## src/rtl/capture_count_reset_map.vh

```
// Register map, field positions, reset values and tick divisors for the
// capture/reload timer. Definitions only; included by its bare name.
`ifndef CAPTURE_COUNT_RESET_MAP_VH
`define CAPTURE_COUNT_RESET_MAP_VH

// Register indices; byte address is four times the index
`define CAPTURE_COUNT_RESET_IDX_CONTROL 8'hc8
`define CAPTURE_COUNT_RESET_IDX_MODE 8'hc9
`define CAPTURE_COUNT_RESET_IDX_CAP_LOW 8'hca
`define CAPTURE_COUNT_RESET_IDX_CAP_HIGH 8'hcb
`define CAPTURE_COUNT_RESET_IDX_CNT_LOW 8'hcc
`define CAPTURE_COUNT_RESET_IDX_CNT_HIGH 8'hcd

// Control register fields
`define CAPTURE_COUNT_RESET_CTL_OVF 7
`define CAPTURE_COUNT_RESET_CTL_EXT 6
`define CAPTURE_COUNT_RESET_CTL_RXB 5
`define CAPTURE_COUNT_RESET_CTL_TXB 4
`define CAPTURE_COUNT_RESET_CTL_EXEN 3
`define CAPTURE_COUNT_RESET_CTL_RUN 2
`define CAPTURE_COUNT_RESET_CTL_CT 1
`define CAPTURE_COUNT_RESET_CTL_CPRL 0

// Mode register fields
`define CAPTURE_COUNT_RESET_MOD_HC_LO 4
`define CAPTURE_COUNT_RESET_MOD_CCR 3
`define CAPTURE_COUNT_RESET_MOD_COE 1
`define CAPTURE_COUNT_RESET_MOD_DOWN_COUNT_ENABLE 0
`define CAPTURE_COUNT_RESET_MOD_MASK 8'hfb

// Reset values
`define CAPTURE_COUNT_RESET_RST_CONTROL 8'h00
`define CAPTURE_COUNT_RESET_RST_MODE 8'h00
`define CAPTURE_COUNT_RESET_RST_BYTE 8'h00

// System clocks per internal tick
`define CAPTURE_COUNT_RESET_DIV_SLOW 4'hc
`define CAPTURE_COUNT_RESET_DIV_FAST 4'h4
`define CAPTURE_COUNT_RESET_DIV_BAUD 4'h2

`endif

```

## src/rtl/capture_count_reset_top.v

```verilog
// Capture/reload timer with baud generation, clock out and APB registers.
// Assumes pins arrive asynchronously and service-entry strobes come from
// logic on pclk.
//
// Behaviour
// [RULE_01] Overflow flag sets on 16-bit overflow, or on count equal reload when down.
// [RULE_02] Hardware sets overflow flag only with both baud selects clear; software free.
// [RULE_03] Falling trigger edge sets external flag; only software clears it.
// [RULE_04] Software-set or edge-set external flag raises enabled timer interrupt.
// [RULE_05] Receive baud select picks timer one or this timer overflow.
// [RULE_06] Transmit baud select picks timer one or this timer overflow.
// [RULE_07] Baud mode ignores capture select; reloads after every overflow.
// [RULE_08] Baud mode advances every two clocks, regardless of counter select.
// [RULE_09] Trigger ignored when enable clear; edge captures or reloads when set.
// [RULE_10] Clearing run stops the count and keeps it; setting resumes counting.
// [RULE_11] Timer mode counts ticks at selected speed; counter mode counts pin falls.
// [RULE_12] Reload mode loads reload value on overflow and on enabled trigger edge.
// [RULE_13] Capture mode copies count bytes into capture bytes on trigger edge.
// [RULE_14] Capture-reset bit clears the count after each capture.
// [RULE_15] Clock-out enable switches the clock-out function.
// [RULE_16] Down-count enable with trigger level picks direction in auto-reload.
// [RULE_17] Auto-clear bits clear external interrupt two..five flags on service entry.
// [RULE_18] Capture bytes form the 16-bit reload value, low byte least significant.
// [RULE_19] Down counting counts up while trigger high, down while low.
// [RULE_20] Overflow and external flags combine into one gated interrupt request.
`timescale 1ns/1ps
`include "capture_count_reset_map.vh"

module capture_count_reset_top (
    // Clock and reset
    input wire pclk,
    input wire presetn,
    // APB slave
    input wire psel,
    input wire penable,
    input wire pwrite,
    input wire [11:0] paddr,
    input wire [31:0] pwdata,
    output reg [31:0] prdata,
    output reg pready,
    output reg pslverr,
    // Pins, asynchronous
    input wire trigger_pin,
    input wire count_input_pin,
    output reg clock_out_pin,
    output reg clock_out_oe,
    // Neighbouring logic on pclk
    input wire tick_speed_select,
    input wire timer1_overflow,
    input wire serial_mode_13,
    input wire timer_irq_enable,
    input wire [3:0] ext_int_service,
    // Results
    output reg rx_baud_tick,
    output reg tx_baud_tick,
    output reg timer_irq,
    output reg [3:0] ext_int_clear
);

    // Register index hit test, shared by read and write decode
    function hit;
        input [11:0] addr;
        input [7:0] idx;
        begin
            hit = (addr[1:0] == 2'b00) && (addr[11:10] == 2'b00) &&
                (addr[9:2] == idx);
        end
    endfunction

    reg [7:0] ctl_r;
    reg [7:0] ctl_nxt;
    reg [7:0] mod_r;
    reg [15:0] cap_r;
    reg [15:0] cap_nxt;
    reg [15:0] cnt_r;
    reg [15:0] cnt_nxt;
    reg [3:0] presc_r;
    reg [3:0] presc_nxt;
    reg trig_s1_r;
    reg trig_s2_r;
    reg trig_s3_r;
    reg cin_s1_r;
    reg cin_s2_r;
    reg cin_s3_r;
    reg [7:0] rd_byte;
    reg rd_hit;
    reg ovf_evt;
    reg adv;
    reg [3:0] div;
    reg [7:0] wb;

    wire wr_done;
    wire rd_take;
    wire baud_mode;
    wire trig_fall;
    wire cin_fall;
    wire ext_evt;

    assign wr_done = psel && penable && pready && pwrite;
    assign rd_take = psel && penable && !pready;
    assign baud_mode = ctl_r[`CAPTURE_COUNT_RESET_CTL_RXB] | ctl_r[`CAPTURE_COUNT_RESET_CTL_TXB];
    assign trig_fall = trig_s3_r & ~trig_s2_r;
    assign cin_fall = cin_s3_r & ~cin_s2_r;
    // Edge counts only when the external enable is set
    assign ext_evt = trig_fall & ctl_r[`CAPTURE_COUNT_RESET_CTL_EXEN]; // [RULE_09]

    // Two-flop synchronisers; third flop only for edge detection
    always @(posedge pclk or negedge presetn)
    begin
        if (!presetn)
        begin
            trig_s1_r <= 1'b1;
            trig_s2_r <= 1'b1;
            trig_s3_r <= 1'b1;
            cin_s1_r <= 1'b1;
            cin_s2_r <= 1'b1;
            cin_s3_r <= 1'b1;
        end
        else
        begin
            trig_s1_r <= trigger_pin;
            trig_s2_r <= trig_s1_r;
            trig_s3_r <= trig_s2_r;
            cin_s1_r <= count_input_pin;
            cin_s2_r <= cin_s1_r;
            cin_s3_r <= cin_s2_r;
        end
    end

    // Read mux; reserved mode bit reads zero
    always @*
    begin
        rd_byte = 8'h00;
        rd_hit = 1'b1;
        if (hit(paddr, `CAPTURE_COUNT_RESET_IDX_CONTROL))
            rd_byte = ctl_r;
        else if (hit(paddr, `CAPTURE_COUNT_RESET_IDX_MODE))
            rd_byte = mod_r & `CAPTURE_COUNT_RESET_MOD_MASK;
        else if (hit(paddr, `CAPTURE_COUNT_RESET_IDX_CAP_LOW))
            rd_byte = cap_r[7:0];
        else if (hit(paddr, `CAPTURE_COUNT_RESET_IDX_CAP_HIGH))
            rd_byte = cap_r[15:8];
        else if (hit(paddr, `CAPTURE_COUNT_RESET_IDX_CNT_LOW))
            rd_byte = cnt_r[7:0];
        else if (hit(paddr, `CAPTURE_COUNT_RESET_IDX_CNT_HIGH))
            rd_byte = cnt_r[15:8];
        else
            rd_hit = 1'b0;
    end

    // One wait state: pready rises in the second access cycle
    always @(posedge pclk or negedge presetn)
    begin
        if (!presetn)
        begin
            pready <= 1'b0;
            prdata <= 32'h00000000;
            pslverr <= 1'b0;
        end
        else
        begin
            pready <= rd_take;
            pslverr <= rd_take & ~rd_hit;
            if (rd_take && !pwrite)
                prdata <= {24'h000000, rd_byte};
            else if (!rd_take)
                prdata <= 32'h00000000;
        end
    end

    // Tick prescaler; baud mode forces two clocks per step
    always @*
    begin
        if (baud_mode)
            div = `CAPTURE_COUNT_RESET_DIV_BAUD; // [RULE_08]
        else if (tick_speed_select)
            div = `CAPTURE_COUNT_RESET_DIV_FAST; // [RULE_11]
        else
            div = `CAPTURE_COUNT_RESET_DIV_SLOW;
        adv = 1'b0;
        presc_nxt = presc_r + 4'h1;
        if (presc_r >= div - 4'h1)
        begin
            presc_nxt = 4'h0;
            adv = 1'b1;
        end
        // Counter mode steps on pin falls, except in baud mode
        if (ctl_r[`CAPTURE_COUNT_RESET_CTL_CT] && !baud_mode)
            adv = cin_fall; // [RULE_11]
        // Stopped timer keeps its count
        if (!ctl_r[`CAPTURE_COUNT_RESET_CTL_RUN])
            adv = 1'b0; // [RULE_10]
    end

    // Count, capture and flag next state
    always @*
    begin
        wb = pwdata[7:0];
        ctl_nxt = ctl_r;
        cap_nxt = cap_r;
        cnt_nxt = cnt_r;
        ovf_evt = 1'b0;
        if (adv)
        begin
            if (baud_mode)
            begin
                // Capture select ignored; always reload
                if (cnt_r == 16'hffff)
                begin
                    cnt_nxt = cap_r; // [RULE_07]
                    ovf_evt = 1'b1;
                end
                else
                    cnt_nxt = cnt_r + 16'h0001;
            end
            else if (!ctl_r[`CAPTURE_COUNT_RESET_CTL_CPRL] && mod_r[`CAPTURE_COUNT_RESET_MOD_DOWN_COUNT_ENABLE] &&
                !trig_s2_r)
            begin
                // Down count while trigger low; wrap at reload value
                if (cnt_r == cap_r)
                begin
                    cnt_nxt = 16'hffff; // [RULE_16] [RULE_19]
                    ovf_evt = 1'b1; // [RULE_01]
                end
                else
                    cnt_nxt = cnt_r - 16'h0001; // [RULE_19]
            end
            else if (cnt_r == 16'hffff)
            begin
                ovf_evt = 1'b1; // [RULE_01]
                if (ctl_r[`CAPTURE_COUNT_RESET_CTL_CPRL])
                    cnt_nxt = 16'h0000;
                else
                    cnt_nxt = cap_r; // [RULE_12] [RULE_18]
            end
            else
                cnt_nxt = cnt_r + 16'h0001;
        end
        // Trigger edge captures or reloads only outside baud mode
        if (ext_evt && !baud_mode)
        begin
            if (ctl_r[`CAPTURE_COUNT_RESET_CTL_CPRL])
            begin
                cap_nxt = cnt_r; // [RULE_13]
                if (mod_r[`CAPTURE_COUNT_RESET_MOD_CCR])
                    cnt_nxt = 16'h0000; // [RULE_14]
            end
            else if (!mod_r[`CAPTURE_COUNT_RESET_MOD_DOWN_COUNT_ENABLE])
                cnt_nxt = cap_r; // [RULE_12]
        end
        // Software writes; data writes win over hardware updates
        if (wr_done)
        begin
            if (hit(paddr, `CAPTURE_COUNT_RESET_IDX_CONTROL))
                ctl_nxt = wb; // [RULE_02]
            if (hit(paddr, `CAPTURE_COUNT_RESET_IDX_CAP_LOW))
                cap_nxt[7:0] = wb;
            if (hit(paddr, `CAPTURE_COUNT_RESET_IDX_CAP_HIGH))
                cap_nxt[15:8] = wb;
            if (hit(paddr, `CAPTURE_COUNT_RESET_IDX_CNT_LOW))
                cnt_nxt[7:0] = wb;
            if (hit(paddr, `CAPTURE_COUNT_RESET_IDX_CNT_HIGH))
                cnt_nxt[15:8] = wb;
        end
        // Hardware set wins over a software clear in the same cycle
        if (ovf_evt && !baud_mode)
            ctl_nxt[`CAPTURE_COUNT_RESET_CTL_OVF] = 1'b1; // [RULE_01] [RULE_02]
        if (ext_evt)
            ctl_nxt[`CAPTURE_COUNT_RESET_CTL_EXT] = 1'b1; // [RULE_03]
    end

    // Timer state registers
    always @(posedge pclk or negedge presetn)
    begin
        if (!presetn)
        begin
            ctl_r <= `CAPTURE_COUNT_RESET_RST_CONTROL;
            mod_r <= `CAPTURE_COUNT_RESET_RST_MODE;
            cap_r <= {`CAPTURE_COUNT_RESET_RST_BYTE, `CAPTURE_COUNT_RESET_RST_BYTE};
            cnt_r <= {`CAPTURE_COUNT_RESET_RST_BYTE, `CAPTURE_COUNT_RESET_RST_BYTE};
            presc_r <= 4'h0;
        end
        else
        begin
            ctl_r <= ctl_nxt;
            cap_r <= cap_nxt;
            cnt_r <= cnt_nxt;
            presc_r <= presc_nxt;
            if (wr_done && hit(paddr, `CAPTURE_COUNT_RESET_IDX_MODE))
                mod_r <= pwdata[7:0] & `CAPTURE_COUNT_RESET_MOD_MASK;
        end
    end

    // Baud ticks, clock out and interrupt, all registered
    always @(posedge pclk or negedge presetn)
    begin
        if (!presetn)
        begin
            rx_baud_tick <= 1'b0;
            tx_baud_tick <= 1'b0;
            clock_out_pin <= 1'b0;
            clock_out_oe <= 1'b0;
            timer_irq <= 1'b0;
        end
        else
        begin
            rx_baud_tick <= serial_mode_13 & (ctl_r[`CAPTURE_COUNT_RESET_CTL_RXB] ?
                ovf_evt : timer1_overflow); // [RULE_05]
            tx_baud_tick <= serial_mode_13 & (ctl_r[`CAPTURE_COUNT_RESET_CTL_TXB] ?
                ovf_evt : timer1_overflow); // [RULE_06]
            // Clock out toggles per overflow, so it runs at half that rate
            clock_out_oe <= mod_r[`CAPTURE_COUNT_RESET_MOD_COE]; // [RULE_15]
            if (!mod_r[`CAPTURE_COUNT_RESET_MOD_COE])
                clock_out_pin <= 1'b0;
            else if (ovf_evt)
                clock_out_pin <= ~clock_out_pin; // [RULE_15]
            // Software-set external flag requests too, as it is one register
            timer_irq <= timer_irq_enable &
                (ctl_r[`CAPTURE_COUNT_RESET_CTL_OVF] | ctl_r[`CAPTURE_COUNT_RESET_CTL_EXT]); // [RULE_04] [RULE_20]
        end
    end

    // Auto-clear strobes for external interrupts two to five
    genvar gi;
    generate
        for (gi = 0; gi < 4; gi = gi + 1)
        begin : g_hc
            always @(posedge pclk or negedge presetn)
            begin
                if (!presetn)
                    ext_int_clear[gi] <= 1'b0;
                else
                    ext_int_clear[gi] <= mod_r[`CAPTURE_COUNT_RESET_MOD_HC_LO + gi] &
                        ext_int_service[gi]; // [RULE_17]
            end
        end
    endgenerate

endmodule // capture_count_reset_top

```

## config.mk

```make
export PLATFORM = sky130hd
export DESIGN_NAME = capture_count_reset_top
export DESIGN_NICKNAME = d
export VERILOG_FILES = /design/src/rtl/capture_count_reset_top.v
export VERILOG_INCLUDE_DIRS = /design/src /design/src/rtl
export SDC_FILE = /design/constraint.sdc
export NUM_CORES = 1
export LEC_CHECK = 0
export BUFFER_PORTS_ARGS = -buffer_cell sky130_fd_sc_hd__buf_2
export CAP_MARGIN = 20
export CORE_UTILIZATION = 42
export DETAILED_ROUTE_END_ITERATION = 7
export GPL_TIMING_DRIVEN = 1
export PLACE_DENSITY = 0.66
export SYNTH_ARGS = -nofsm -noshare
export SYNTH_HDL_FRONTEND = slang
export SYNTH_SLANG_ARGS = --single-unit
```

## constraint.sdc

```tcl
create_clock -name pclk -period 4.9 [get_ports pclk]
set_input_delay 0.245 -clock pclk [delete_from_list [all_inputs] [get_ports pclk]]
set_output_delay 0.245 -clock pclk [all_outputs]
set_load 0.005 [all_outputs]
```

==> results.yml <==
run:
  maxCapViolCount: 0
synth:
  synth_seq_cells: 76
  synth_top_area_share: 0.333
  synthCells: 626
  yosysTopAreaCell: "dfrtp_1"
  synth_area_per_cell_um2: 8.40
  synthArstFlopShare: 1.00
  synth-main-ff-cell: "dfrtp_1"
  synthTopCellsByArea: "dfrtp_1 (33%), a21oi_1 (6.7%), mux2i_1 (5.3%), nor2_1 (5.0%), buf_4 (3.6%)"
  yosysSeqAreaShare: 0.363
  synthDistinctLibCells: 65
  syn_area_um2: 5260
  synth-edff-count: 0
  ys_warn_count: 0
finish:
  fin_area_um2: 5860
  drive_above_1_share: 0.163
  num_antenna_cells: 0
  nNetsFinal: 720
  fillers: 1211
  area_growth_pct: 11.4
power:
  switchingPower_mw: 0.862
  p_leak_nw: 2.45
  p_per_area_nw_per_um2: 386
  seqPwrFrac: 0.395
  p_comb_frac: 0.303
  p_clk_frac: 0.302
  irDropWorstVdd_uv: 232
  intPower_mw: 1.40
  p_total_mw: 2.26
  switching_share: 0.382
sta:
  hold-worst-slack_ns: 0.101
  slew_violations: 0
  rsz0062_at_grt: "false"
  fin_ws_ns: 1.07
  max_slew_margin: 0.304
  finClkSkew_ns: 0.0114
  period_share: 0.781
  post-route-min-period_ns: 3.83
  tns_ns: 0
  timing.fmax_mhz: 261
  tightest_slew_ns: 1.04
  hold_viol: 0
  setup_viol: 0
global_routing:
  grt_pass1_wl_um: 26100
  grt_use_total: 0.270
  antenna_found_initial: 0
  grt_max_degree: 77
  grt-ovfl-total: 0
  grt_pass1_vias: 4634
setup_path:
  r2r_start: "ctl_r[5]"
  crit_family: "compound AO/OA/AOI/OAI gates"
  r2r_setup_slack_ns: 1.07
  worstReg2RegEnd: "cnt_r[6]"
  cp-start-kind: "flop"
  cp_num_cells: 10
  critPathMaxStageDelay_ns: 0.73
  required_ns: 5.12
  worst_setup_path_end_kind: "flop"
  crit_path_top_delay_cell: "o21a_1"
  worstSetupPathType: "flop to flop"
  worstPathBufferInverterCount: 1
  reg2reg_depth: 10
  crit_chain: "nor2_1 -> inv_1 -> ha_1 -> a2111oi_0 -> a211oi_1 -> o21a_1 -> nand2_1 -> a211o_1 -> o211ai_1 -> nand3_1"
  arrival_ns: 4.04
  cp_max_fo: 22
  critical_path.startpoint: "ctl_r[5]"
floorplan:
  rows: 40
  pin_count: 102
  die_w_um: 114
  die-area_um2: 13000
  core-area_um2: 12100
  start_util: 0.434
  die_height_um: 114
run_status:
  status: "completed"
cts:
  holdBufCountCts: 2
  clockBufferDepth: 2
  ctsResizeCount: 0
  htree_levels: 3
  clock_sinks: 76
  cts_buffers: 9
  postCtsSetupBuffers: 0
  cts_root_buf: "clkbuf_16"
  clk_latency_ns: 0.35
  cts_tree: "done"
  clk_pin_slew_ns: 0.06
placement:
  portBuffers: 53
  place_congestion: 0.958
  hpwl_um: 11800
  place_area_um2: 5500
  pre_cts_slack_ns: 1.15
drt:
  detail-route-antenna-nets: 0
  dr_total_vias: 4919
  routed_via_density: 5.93
  routed_wl_um: 16600
  firstDrtPassIters: 5
  routedWlPerCell_um: 20.1
  drc: 0
  drt-initial-drc-count: 366
worst_hold_path:
  hold_start: "ext_int_service[3]"
  worst_hold_path.endpoint: "ext_int_clear[3]"
  worst_hold_path.num_cells: 2
  hold_class: "input pin to flop"
## power by group through the flow
stage,Combinational [mW],Clock (mW),Sequential [mW]
global route,0.758,0.718,0.900
finish,0.685,0.683,0.892
global placement,0.654,0,0.891
CTS,0.675,0.695,0.884
detailed placement,0.671,0,0.895
floorplan,0.645,0,0.742
## cell usage after synthesis, types with 9 or more instances
cell type,instances
dfrtp_1,70
mux2i_1,28
buf_4,25
mux2_2,14
and2_1,9
o211ai_1,10
a21oi_1,70
xnor2_1,17
nor2_1,70
nand2_1,40
o21ai_0,35
nand4_1,9
nor3_1,15
clkbuf_1,27
xor2_1,21
or3_1,12
inv_1,10
nand3_1,29
## sequential cells by signal (all words and copies together) (netlist names)
register and count:
mod_r 7, timer_irq 1, pslverr 1, trig_s3_r 1, cin_s1_r 1, rx_baud_tick 1, ctl_r 8, cnt_r 16
presc_r 4, cap_r 16, cin_s3_r 1, prdata 8, clock_out_oe 1, trig_s2_r 1, cin_s2_r 1, tx_baud_tick 1
trig_s1_r 1, ext_int_clear 4, pready 1, clock_out_pin 1
## area by class of cell
type / count / area (um2) / area share
clock buffer: 11 / 243 / 0.0414
clock inverter: 5 / 58.8 / 0.0100
inverter: 10 / 37.5 / 0.00641
multi-input combinational: 497 / 3040 / 0.518
sequential: 76 / 1910 / 0.326
tap: 168 / 210 / 0.0359
timing repair buffer: 62 / 363 / 0.0619
## layout by cell type, fill, tap and decap left out, drive strengths merged, types with 10 or more instances in the layout
cell type and instances:
nor2 71, a21oi 70, dfrtp 70, buf 59, nand2 40, o21ai 38
nand3 29, mux2i 28, conb 24, xor2 21, nor3 18, xnor2 17
mux2 14, or3 12, inv 11, clkbuf 11, o211ai 10
## per-stage QoR
stage	utilization	cells
after CTS	0.481	827
after global placement	0.454	808
final	0.484	829
after floorplan	-	649
after detailed placement	0.454	809
after global routing	0.484	829
## cell families (layout without fill, tap and decap cells)
kind of cell,Yosys count,after routing,synth area share
AO/OA/AOI/OAI,156,156,0.175
other,1,24,0.000713
flip-flops,76,76,0.363
XOR/XNOR,38,38,0.0633
adder cells (fa/ha/maj),5,5,0.0119
buffers and inverters,76,88,0.0766
multiplexers,42,42,0.0833
AND/OR/NAND/NOR,232,232,0.226
## layer usage
layer | share of wire | global-route usage | up-vias | wire length, um
li1 | - | - | 2249 | -
met1 | 0.43 | 0.367 | 2365 | 7180
met2 | 0.45 | 0.417 | 268 | 7520
met3 | 0.086 | 0.0595 | 37 | 1430
met4 | 0.030 | 0.113 | 0 | 505
met5 | 0 | 0 | - | 0
## worst max path at each step
stage | to | slack (ns)
2_1_floorplan | cnt_r[15] | 2.29
3_3_place_gp | cnt_r[6] | 1.19
3_5_place_dp | cnt_r[12] | 1.15
4_1_cts | cnt_r[6] | 1.15
5_1_grt | cnt_r[12] | 0.88
6_report | cnt_r[6] | 1.07
## worst register-to-register path, stage by stage (launching register included)
cell       delay, ns
dfrtp_1         0.45
nor2_1          0.52
inv_1           0.31
ha_1            0.38
a2111oi_0       0.09
a211oi_1        0.25
o21a_1          0.73
nand2_1         0.43
a211o_1         0.37
o211ai_1        0.09
nand3_1         0.09
Power figures use the tool's default switching activity.
